$ cat src/rtl/tenbase_test_pkg.sv
/*
 * Shared constants for the 10 Mb/s test pattern and self-test control block.
 * Assumes a 100 MHz system clock and 16-bit management registers.
 */
package tenbase_test_pkg;

	// ----------------------------------------------------------------
	// Register map
	// ----------------------------------------------------------------
	localparam logic [4:0] addr_tenbase_status_control = 5'h1A;
	localparam logic [4:0] addr_test_pattern_selftest_ext = 5'h1B;

	// ----------------------------------------------------------------
	// Field positions
	// ----------------------------------------------------------------
	localparam int bit_long_tx_guard_off = 0;
	localparam int bit_sqe_test_off = 1;
	localparam int bit_polarity_inverted = 4;
	localparam int bit_pattern_choice_lo = 0;
	localparam int bit_pattern_idle_gap_sel = 2;
	localparam int bit_tenmeg_pattern_on = 4;
	localparam int bit_selftest_nonstop_tx = 5;
	localparam int bit_count_lo = 8;

	// ----------------------------------------------------------------
	// Reset and saturation values
	// ----------------------------------------------------------------
	localparam logic [15:0] reset_tenbase_status_control = 16'h0000;
	localparam logic [15:0] reset_test_pattern_selftest_ext = 16'h0000;
	localparam logic [7:0] reset_bad_nibble_count = 8'h00;
	localparam logic [7:0] max_bad_nibble_count = 8'hFF;

	// ----------------------------------------------------------------
	// Timing
	// ----------------------------------------------------------------
	localparam int clk_period_ns = 10;
	localparam int gap_short_us = 10;
	localparam int gap_long_us = 15;
	localparam int gap_short_cycles = (gap_short_us * 1000) / clk_period_ns;
	localparam int gap_long_cycles = (gap_long_us * 1000) / clk_period_ns;
	localparam int burst_cycles = 64;
	localparam int gap_cnt_w = 16;

	// ----------------------------------------------------------------
	// Pattern choices
	// ----------------------------------------------------------------
	typedef enum logic [1:0] {
		pat_data_eop_a = 2'h0,
		pat_data_eop_b = 2'h1,
		pat_link_pulse = 2'h2,
		pat_manchester_ones = 2'h3
	} pattern_choice_t;

endpackage : tenbase_test_pkg

$ cat src/rtl/bad_nibble_counter.sv
/*
 * Saturating counter of errored nibbles seen during packet self-test.
 * Assumes error pulses and restart pulses are synchronous to clk_sys.
 */
`timescale 1ns/1ps
module bad_nibble_counter #(
	parameter int width = 8
) (
	// Clock and reset
	input wire logic clk_sys,
	input wire logic reset,
	// Events
	input wire logic restart,
	input wire logic nibble_error,
	// Result
	output logic [width-1:0] count
);
	import tenbase_test_pkg::*;

	logic [width-1:0] next_count;

	always_comb begin
		next_count = count;
		if (restart) begin
			next_count = '0;
		end else if (nibble_error && count != {width{1'b1}}) begin
			next_count = count + {{(width-1){1'b0}}, 1'b1};
		end
	end

	always_ff @(posedge clk_sys) begin
		if (reset) begin
			count <= '0;
		end else begin
			count <= next_count;
		end
	end

	property p_saturate;
		@(posedge clk_sys) disable iff (reset)
		(count == {width{1'b1}} && !restart) |=> count == {width{1'b1}};
	endproperty
	a_saturate: assert property (p_saturate) else $error("count wrapped");

	property p_restart_clears;
		@(posedge clk_sys) disable iff (reset)
		restart |=> count == '0;
	endproperty
	a_restart_clears: assert property (p_restart_clears) else $error("no clear");

	property p_counts;
		@(posedge clk_sys) disable iff (reset)
		(nibble_error && !restart && count != {width{1'b1}})
		|=> count == $past(count) + {{(width-1){1'b0}}, 1'b1};
	endproperty
	a_counts: assert property (p_counts) else $error("error not counted");

endmodule : bad_nibble_counter

$ cat src/rtl/pattern_gap_timer.sv
/*
 * Sequences burst and idle gap for 10 Mb/s test patterns.
 * Assumes the enable is a level and the gap select may change at any time.
 */
`timescale 1ns/1ps
module pattern_gap_timer (
	// Clock and reset
	input wire logic clk_sys,
	input wire logic reset,
	// Control
	input wire logic enable,
	input wire logic gap_long,
	// Status
	output logic in_burst,
	output logic burst_start
);
	import tenbase_test_pkg::*;

	localparam logic [gap_cnt_w-1:0] short_load = gap_cnt_w'(gap_short_cycles - 1);
	localparam logic [gap_cnt_w-1:0] long_load = gap_cnt_w'(gap_long_cycles - 1);
	localparam logic [gap_cnt_w-1:0] burst_load = gap_cnt_w'(burst_cycles - 1);

	logic [gap_cnt_w-1:0] timer;
	logic [gap_cnt_w-1:0] next_timer;
	logic next_in_burst;
	logic next_burst_start;

	always_comb begin
		next_timer = timer;
		next_in_burst = in_burst;
		next_burst_start = 1'b0;
		if (!enable) begin
			next_timer = '0;
			next_in_burst = 1'b0;
		end else if (timer != '0) begin
			next_timer = timer - gap_cnt_w'(1);
		end else if (in_burst) begin
			next_in_burst = 1'b0;
			next_timer = gap_long ? long_load : short_load;
		end else begin
			next_in_burst = 1'b1;
			next_burst_start = 1'b1;
			next_timer = burst_load;
		end
	end

	always_ff @(posedge clk_sys) begin
		if (reset) begin
			timer <= '0;
			in_burst <= 1'b0;
			burst_start <= 1'b0;
		end else begin
			timer <= next_timer;
			in_burst <= next_in_burst;
			burst_start <= next_burst_start;
		end
	end

	property p_short_gap;
		@(posedge clk_sys) disable iff (reset)
		($fell(in_burst) && !gap_long && enable) ##1 (enable && !gap_long) [*8]
		|-> !in_burst;
	endproperty
	a_short_gap: assert property (p_short_gap) else $error("gap too short");

endmodule : pattern_gap_timer

$ cat src/rtl/tenbase_test_pattern_and_bist_ctrl.sv
/*
 * 10 Mb/s test pattern and packet self-test control registers and sequencing.
 * Assumes a plain register port with one-cycle strobes and read data one cycle later,
 * and link speed, duplex and self-test status supplied by the rest of the PHY.
 */
`timescale 1ns/1ps
module tenbase_test_pattern_and_bist_ctrl (
	// Clock and reset
	input wire logic clk_sys,
	input wire logic reset,
	// Register port
	input wire logic [4:0] reg_addr,
	input wire logic [15:0] reg_wdata,
	input wire logic reg_write,
	input wire logic reg_read,
	output logic [15:0] reg_rdata,
	// Link state from the PHY
	input wire logic speed_100,
	input wire logic full_duplex,
	input wire logic polarity_inverted,
	// Self-test from the PHY
	input wire logic selftest_start,
	input wire logic selftest_restart,
	input wire logic nibble_error,
	// Controls to the 10 Mb/s transmitter
	output logic sqe_test_enable,
	output logic long_tx_guard_enable,
	output logic selftest_nonstop_active,
	output logic pattern_active,
	output logic pattern_burst_start,
	output logic [1:0] pattern_choice,
	output logic tone_10mhz,
	output logic link_pulse_mode,
	output logic end_of_packet_variant_b
);
	import tenbase_test_pkg::*;

	// ----------------------------------------------------------------
	// Control registers
	// ----------------------------------------------------------------
	logic sqe_test_off;
	logic long_tx_guard_off;
	logic selftest_nonstop_tx;
	logic tenmeg_pattern_on;
	logic pattern_idle_gap_sel;
	logic [1:0] pattern_sel;
	logic polarity_latch;
	logic next_sqe_test_off;
	logic next_long_tx_guard_off;
	logic next_selftest_nonstop_tx;
	logic next_tenmeg_pattern_on;
	logic next_pattern_idle_gap_sel;
	logic [1:0] next_pattern_sel;
	logic next_polarity_latch;
	logic [7:0] selftest_bad_nibble_count;

	function automatic logic hit(input logic [4:0] a, input logic [4:0] target);
		return a == target;
	endfunction : hit

	always_comb begin
		next_sqe_test_off = sqe_test_off;
		next_long_tx_guard_off = long_tx_guard_off;
		next_selftest_nonstop_tx = selftest_nonstop_tx;
		next_tenmeg_pattern_on = tenmeg_pattern_on;
		next_pattern_idle_gap_sel = pattern_idle_gap_sel;
		next_pattern_sel = pattern_sel;
		next_polarity_latch = polarity_latch;
		if (reg_write && hit(reg_addr, addr_tenbase_status_control)) begin
			next_sqe_test_off = reg_wdata[bit_sqe_test_off];
			next_long_tx_guard_off = reg_wdata[bit_long_tx_guard_off];
		end
		if (reg_write && hit(reg_addr, addr_test_pattern_selftest_ext)) begin
			next_selftest_nonstop_tx = reg_wdata[bit_selftest_nonstop_tx];
			next_tenmeg_pattern_on = reg_wdata[bit_tenmeg_pattern_on];
			next_pattern_idle_gap_sel = reg_wdata[bit_pattern_idle_gap_sel];
			next_pattern_sel = reg_wdata[bit_pattern_choice_lo +: 2];
		end
		// A read clears the latch, but a new detection in that cycle wins.
		if (reg_read && hit(reg_addr, addr_tenbase_status_control)) begin
			next_polarity_latch = 1'b0;
		end
		if (polarity_inverted) begin
			next_polarity_latch = 1'b1;
		end
	end

	always_ff @(posedge clk_sys) begin
		if (reset) begin
			sqe_test_off <= reset_tenbase_status_control[bit_sqe_test_off];
			long_tx_guard_off <= reset_tenbase_status_control[bit_long_tx_guard_off];
			selftest_nonstop_tx <= reset_test_pattern_selftest_ext[bit_selftest_nonstop_tx];
			tenmeg_pattern_on <= reset_test_pattern_selftest_ext[bit_tenmeg_pattern_on];
			pattern_idle_gap_sel <= reset_test_pattern_selftest_ext[bit_pattern_idle_gap_sel];
			pattern_sel <= reset_test_pattern_selftest_ext[bit_pattern_choice_lo +: 2];
			polarity_latch <= 1'b0;
		end else begin
			sqe_test_off <= next_sqe_test_off;
			long_tx_guard_off <= next_long_tx_guard_off;
			selftest_nonstop_tx <= next_selftest_nonstop_tx;
			tenmeg_pattern_on <= next_tenmeg_pattern_on;
			pattern_idle_gap_sel <= next_pattern_idle_gap_sel;
			pattern_sel <= next_pattern_sel;
			polarity_latch <= next_polarity_latch;
		end
	end

	// ----------------------------------------------------------------
	// Self-test error counter and pattern gap timer
	// ----------------------------------------------------------------
	logic gap_in_burst;
	logic gap_burst_start;

	bad_nibble_counter #(
		.width(8)
	) u_counter (
		.clk_sys(clk_sys),
		.reset(reset),
		.restart(selftest_restart),
		.nibble_error(nibble_error),
		.count(selftest_bad_nibble_count)
	);

	pattern_gap_timer u_gap (
		.clk_sys(clk_sys),
		.reset(reset),
		.enable(tenmeg_pattern_on),
		.gap_long(pattern_idle_gap_sel),
		.in_burst(gap_in_burst),
		.burst_start(gap_burst_start)
	);

	// ----------------------------------------------------------------
	// Read data
	// ----------------------------------------------------------------
	logic [15:0] next_reg_rdata;

	always_comb begin
		next_reg_rdata = 16'h0000;
		if (reg_read && hit(reg_addr, addr_tenbase_status_control)) begin
			next_reg_rdata[bit_sqe_test_off] = sqe_test_off;
			next_reg_rdata[bit_long_tx_guard_off] = long_tx_guard_off;
			next_reg_rdata[bit_polarity_inverted] = polarity_latch | polarity_inverted;
		end else if (reg_read && hit(reg_addr, addr_test_pattern_selftest_ext)) begin
			next_reg_rdata[bit_count_lo +: 8] = selftest_bad_nibble_count;
			next_reg_rdata[bit_selftest_nonstop_tx] = selftest_nonstop_tx;
			next_reg_rdata[bit_tenmeg_pattern_on] = tenmeg_pattern_on;
			next_reg_rdata[bit_pattern_idle_gap_sel] = pattern_idle_gap_sel;
			next_reg_rdata[bit_pattern_choice_lo +: 2] = pattern_sel;
		end
	end

	// ----------------------------------------------------------------
	// Transmitter controls
	// ----------------------------------------------------------------
	logic next_sqe_test_enable;
	logic next_long_tx_guard_enable;
	logic next_nonstop_active;
	logic next_pattern_active;
	logic next_tone;
	logic next_link_pulse;
	logic next_eop_b;

	always_comb begin
		// Heartbeat only survives in half-duplex 10 Mb/s.
		next_sqe_test_enable = !sqe_test_off && !speed_100 && !full_duplex;
		next_long_tx_guard_enable = !long_tx_guard_off && !speed_100;
		next_nonstop_active = selftest_nonstop_tx && selftest_start;
		next_pattern_active = tenmeg_pattern_on && gap_in_burst;
		next_tone = tenmeg_pattern_on && pattern_sel == pat_manchester_ones;
		next_link_pulse = tenmeg_pattern_on && pattern_sel == pat_link_pulse;
		next_eop_b = tenmeg_pattern_on && pattern_sel == pat_data_eop_b;
	end

	always_ff @(posedge clk_sys) begin
		if (reset) begin
			reg_rdata <= 16'h0000;
			sqe_test_enable <= 1'b0;
			long_tx_guard_enable <= 1'b0;
			selftest_nonstop_active <= 1'b0;
			pattern_active <= 1'b0;
			pattern_burst_start <= 1'b0;
			pattern_choice <= 2'h0;
			tone_10mhz <= 1'b0;
			link_pulse_mode <= 1'b0;
			end_of_packet_variant_b <= 1'b0;
		end else begin
			reg_rdata <= next_reg_rdata;
			sqe_test_enable <= next_sqe_test_enable;
			long_tx_guard_enable <= next_long_tx_guard_enable;
			selftest_nonstop_active <= next_nonstop_active;
			pattern_active <= next_pattern_active;
			pattern_burst_start <= gap_burst_start;
			pattern_choice <= pattern_sel;
			tone_10mhz <= next_tone;
			link_pulse_mode <= next_link_pulse;
			end_of_packet_variant_b <= next_eop_b;
		end
	end

	// ----------------------------------------------------------------
	// Checks
	// ----------------------------------------------------------------
	property p_sqe_fast_off;
		@(posedge clk_sys) disable iff (reset)
		(speed_100 || full_duplex) |=> !sqe_test_enable;
	endproperty
	a_sqe_fast_off: assert property (p_sqe_fast_off) else $error("heartbeat on");

	property p_sqe_half;
		@(posedge clk_sys) disable iff (reset)
		(!speed_100 && !full_duplex) |=> sqe_test_enable == !$past(sqe_test_off);
	endproperty
	a_sqe_half: assert property (p_sqe_half) else $error("heartbeat wrong");

	property p_guard;
		@(posedge clk_sys) disable iff (reset)
		(reg_write && reg_addr == addr_tenbase_status_control && reg_wdata[0] && !speed_100)
		|=> ##1 !long_tx_guard_enable;
	endproperty
	a_guard: assert property (p_guard) else $error("jabber not off");

	property p_nonstop_needs_start;
		@(posedge clk_sys) disable iff (reset)
		!selftest_start |=> !selftest_nonstop_active;
	endproperty
	a_nonstop_needs_start: assert property (p_nonstop_needs_start) else $error("nonstop alone");

	property p_nonstop_on;
		@(posedge clk_sys) disable iff (reset)
		(selftest_start && selftest_nonstop_tx) |=> selftest_nonstop_active;
	endproperty
	a_nonstop_on: assert property (p_nonstop_on) else $error("nonstop missing");

	property p_pattern_off;
		@(posedge clk_sys) disable iff (reset)
		!tenmeg_pattern_on |=> !pattern_active && !tone_10mhz && !link_pulse_mode;
	endproperty
	a_pattern_off: assert property (p_pattern_off) else $error("pattern while off");

	property p_tone;
		@(posedge clk_sys) disable iff (reset)
		(tenmeg_pattern_on && pattern_sel == 2'h3) |=> tone_10mhz && !link_pulse_mode;
	endproperty
	a_tone: assert property (p_tone) else $error("tone missing");

	property p_polarity_held;
		@(posedge clk_sys) disable iff (reset)
		(polarity_inverted ##1 !(reg_read && reg_addr == addr_tenbase_status_control))
		|=> polarity_latch;
	endproperty
	a_polarity_held: assert property (p_polarity_held) else $error("polarity lost");

	property p_count_read;
		@(posedge clk_sys) disable iff (reset)
		(reg_read && reg_addr == addr_test_pattern_selftest_ext)
		|=> reg_rdata[15:8] == $past(selftest_bad_nibble_count) && reg_rdata[7:6] == 2'h0;
	endproperty
	a_count_read: assert property (p_count_read) else $error("count readback");

	// The jabber guard must come back as soon as the bit is cleared at 10 Mb/s.
	property p_guard_on;
		@(posedge clk_sys) disable iff (reset)
		(!long_tx_guard_off && !speed_100) |=> long_tx_guard_enable;
	endproperty
	a_guard_on: assert property (p_guard_on) else $error("jabber not on");

	property p_link_pulse;
		@(posedge clk_sys) disable iff (reset)
		(tenmeg_pattern_on && pattern_sel == pat_link_pulse) |=> link_pulse_mode && !tone_10mhz;
	endproperty
	a_link_pulse: assert property (p_link_pulse) else $error("link pulses missing");

	property p_eop_b;
		@(posedge clk_sys) disable iff (reset)
		(tenmeg_pattern_on && pattern_sel == pat_data_eop_b)
		|=> end_of_packet_variant_b && !link_pulse_mode && !tone_10mhz;
	endproperty
	a_eop_b: assert property (p_eop_b) else $error("end variant b missing");

	// A status read with no live inversion must leave the latch clear.
	property p_polarity_clear;
		@(posedge clk_sys) disable iff (reset)
		(reg_read && reg_addr == addr_tenbase_status_control && !polarity_inverted)
		|=> !polarity_latch;
	endproperty
	a_polarity_clear: assert property (p_polarity_clear) else $error("polarity kept");

endmodule : tenbase_test_pattern_and_bist_ctrl

$ cat config.mk
export PLATFORM = sky130hd
export DESIGN_NAME = tenbase_test_pattern_and_bist_ctrl
export DESIGN_NICKNAME = d
export VERILOG_FILES = /design/src/rtl/tenbase_test_pkg.sv /design/src/rtl/bad_nibble_counter.sv /design/src/rtl/pattern_gap_timer.sv /design/src/rtl/tenbase_test_pattern_and_bist_ctrl.sv
export SDC_FILE = /design/constraint.sdc
export NUM_CORES = 1
export LEC_CHECK = 0
export BUFFER_PORTS_ARGS = -buffer_cell sky130_fd_sc_hd__buf_2
export CORE_ASPECT_RATIO = 0.75
export CORE_MARGIN = 2
export CORE_UTILIZATION = 56
export CTS_CLUSTER_DIAMETER = 150
export DETAILED_ROUTE_END_ITERATION = 10
export GPL_TIMING_DRIVEN = 0
export PLACE_DENSITY = 0.85
export SLEW_MARGIN = 20
export SYNTH_ARGS = -nofsm -noshare
export SYNTH_HDL_FRONTEND = slang
export SYNTH_SLANG_ARGS = --single-unit
$ cat constraint.sdc
create_clock -name clk_sys -period 4.05 [get_ports clk_sys]
set_input_delay 0.2025 -clock clk_sys [delete_from_list [all_inputs] [get_ports clk_sys]]
set_output_delay 0.2025 -clock clk_sys [all_outputs]
set_load 0.005 [all_outputs]
==> results.cfg <==
[critical_path]
critical_path.max_fanout = 7
end_kind = flip-flop
path_class = flip-flop to flip-flop
worst-endpoint-arrival_ps = 2190
critPathRequiredTime_ps = 4260
start_kind = flip-flop

[finish]
fin_util = 0.7228
antennaDiodeCount = 0
fillCellCount = 271
mostFrequentLayoutCells = dfxtp_1, buf_2, nor2_1
final_common_cell = dfxtp_1
fin_cells = 344
drive_gt1_frac = 0.2329
layout.nets = 320
area_growth_pct = 21.40

[route]
drc = 0
routed_wl_um = 4772
detail-route-antenna-nets = 0
routed_via_density = 5.424
drt_iter0_drc = 177
wl_met2_um = 2087
num_vias = 1866
top_layer = met4
dr.pass1.iters = 4
wl_met3_um = 311
post_drt_wl_per_cell_um = 13.87
wl_met1_um = 2275

[status]
run_status = finished, final reports clean

[power_and_ir_drop]
pwr-share-comb = 0.035
p_int_w = 0.0008688
seq_power_share = 0.514
ir_drop_mv = 0.2991
p_switching_w = 0.0002333
clkPwrFrac = 0.450
swShare = 0.2117
total_power_w = 0.001102
power_density_mw_per_mm2 = 408.6
p_leak_nw = 1.218

[global_routing]
overflow = 0
grt_use_total = 0.2363
grt_start_max_net_pins = 11
grt_pass1_vias = 1735
antenna_found_initial = 0
grt_pass1_wl_um = 8093

[yosys]
async_flop_share = 0
yosys_register_bits = 57
synth_cell_types = 39
netlist_area_mm2 = 0.002222
synth-edff-count = 0
syn_avg_cell_area_um2 = 9.578
yosysWarningCount = 0
ys_seq_area_frac = 0.5135
synth_ff_type = dfxtp_1
syn_inst = 232

[clocking]
clk_pin_slew_ps = 60
numClockSinks = 57
post_cts_resized = 0
cts_tree = built
clockRootBuffer = clkbuf_8
ctsHoldBuffers = 0
clock_latency_ps = 330
h-tree-depth = 3
postCtsSetupBuffers = 0
cts_buffer_depth = 2
numCtsBuffers = 9

[die]
die_height_um = 58.56
pin_count = 57
initial_core_util = 0.5954
fp-row-count = 19
die_w_um = 76.74
die_area_mm2 = 0.004493
core_area_mm2 = 0.003732

[placed_design]
portBuffers = 42
gp_congestion = 0.8409
place_inst = 328
preCtsSetupSlack_ps = 2090
dp_hpwl_um = 3362

[sta]
rsz0062_at_grt = no
min_period_ps = 1979
setup-violations-final = 0
fmax_mhz = 505.2
layout_setup_ws_ps = 2071
relSlewSlack = 0.4980
tightest_slew_ps = 747.2
maxSlewViolCount = 0
fin_worst_skew_ps = 6.800
finalSetupTns_ps = 0
min_period_over_period = 0.4888
final-hold-violation-count = 0

[run]
max_cap_violations = 0

[hold_path]
hold_path_class = input port to flip-flop
## through the flow
stage                     area (um2)  hold slack [ps]
after detailed placement        2505            360.6
final                           2698            17.62
after global placement          2505            362.3
after CTS                       2698            6.296
after floorplan                 2230            273.6
after global routing            2698            11.95
## worst max-delay path, stage by stage (launching register included)
cell,delay (ps)
dfxtp_1,340
inv_1,70
ha_1,250
nor3b_1,350
nand4_1,370
o21ai_0,400
nor2_1,80
## state kept, by name (all words and copies together), names as in the netlist, 2 cells and up
name / cells
pattern_choice: 2
pattern_sel: 2
reg_rdata: 13
u_counter.count: 8
u_gap.timer: 16
## synthesized netlist by cell type, drive strengths merged, types with 2 or more instances
master / count / area [um2]
a21oi: 16 / 80.08
a22oi: 2 / 15.01
a311oi: 4 / 35.03
a31oi: 2 / 12.51
and2: 10 / 62.56
and3: 3 / 18.77
buf: 3 / 22.52
clkbuf: 5 / 18.77
dfxtp: 57 / 1141
ha: 2 / 25.02
inv: 4 / 15.01
mux2i: 6 / 60.06
nand2: 14 / 55.06
nand2b: 3 / 18.77
nand3: 5 / 25.02
nand4: 4 / 25.02
nand4b: 5 / 43.79
nor2: 27 / 103.9
nor2b: 6 / 37.54
nor3: 7 / 40.04
nor3b: 4 / 30.03
nor4: 7 / 56.30
o21ai: 9 / 45.04
o31ai: 3 / 22.52
or3: 2 / 12.51
xnor2: 8 / 70.07
xor2: 6 / 52.55
## cells by family (layout without fill, tap and decap cells)
logic type                 count (synthesis)  after routing  share of synthesized area
DFF                                       57             57                     0.5135
adders and majority gates                  2              2                    0.01126
AOI/OAI and AO/OA                         38             38                     0.1013
muxes                                      6              6                    0.02703
xor gates and xnor gates                  14             14                    0.05518
buffers and inverters                     12             70                    0.02534
other                                      1              3                   0.001688
and+or+nand+nor                          102            102                     0.2646
## per-layer routing
layer / vias to the layer above / global-route usage
met1: 861 / 0.3073
met4: 0 / 0.1091
met3: 12 / 0.07669
met5: - / 0
li1: 926 / -
met2: 67 / 0.3634
## power by group through the flow
stage | combinational [W] | clock [W] | sequential, W
4_1_cts | 0.0000387 | 0.000504 | 0.000567
6_report | 0.0000389 | 0.000496 | 0.000567
5_1_grt | 0.0000432 | 0.000530 | 0.000567
3_5_place_dp | 0.0000383 | 0 | 0.000579
2_1_floorplan | 0.0000210 | 0 | 0.000579
3_3_place_gp | 0.0000371 | 0 | 0.000579
## final timing paths
kind,from,endpoint,slack [ps],cells past startpoint
min reg2reg,u_gap.burst_start,pattern_burst_start,440,1
min,full_duplex,sqe_test_enable,20,2
max,u_gap.timer[0],u_gap.timer[2],2070,6
max reg2reg,u_gap.timer[0],u_gap.timer[2],2070,6
## layout make-up
cell class / count / area, um2 / share of cell area
repair buffers: 42 / 210.2 / 0.07792
inverters: 4 / 15.01 / 0.005566
plain buffers: 8 / 41.29 / 0.01531
clock buffers: 14 / 182.7 / 0.06772
well taps: 52 / 65.06 / 0.02412
flip-flops and latches: 57 / 1141 / 0.4230
clock inverters: 2 / 10.01 / 0.003711
multi-input cells: 165 / 1032 / 0.3827
Note: power is estimated with default switching activity, not from simulation.
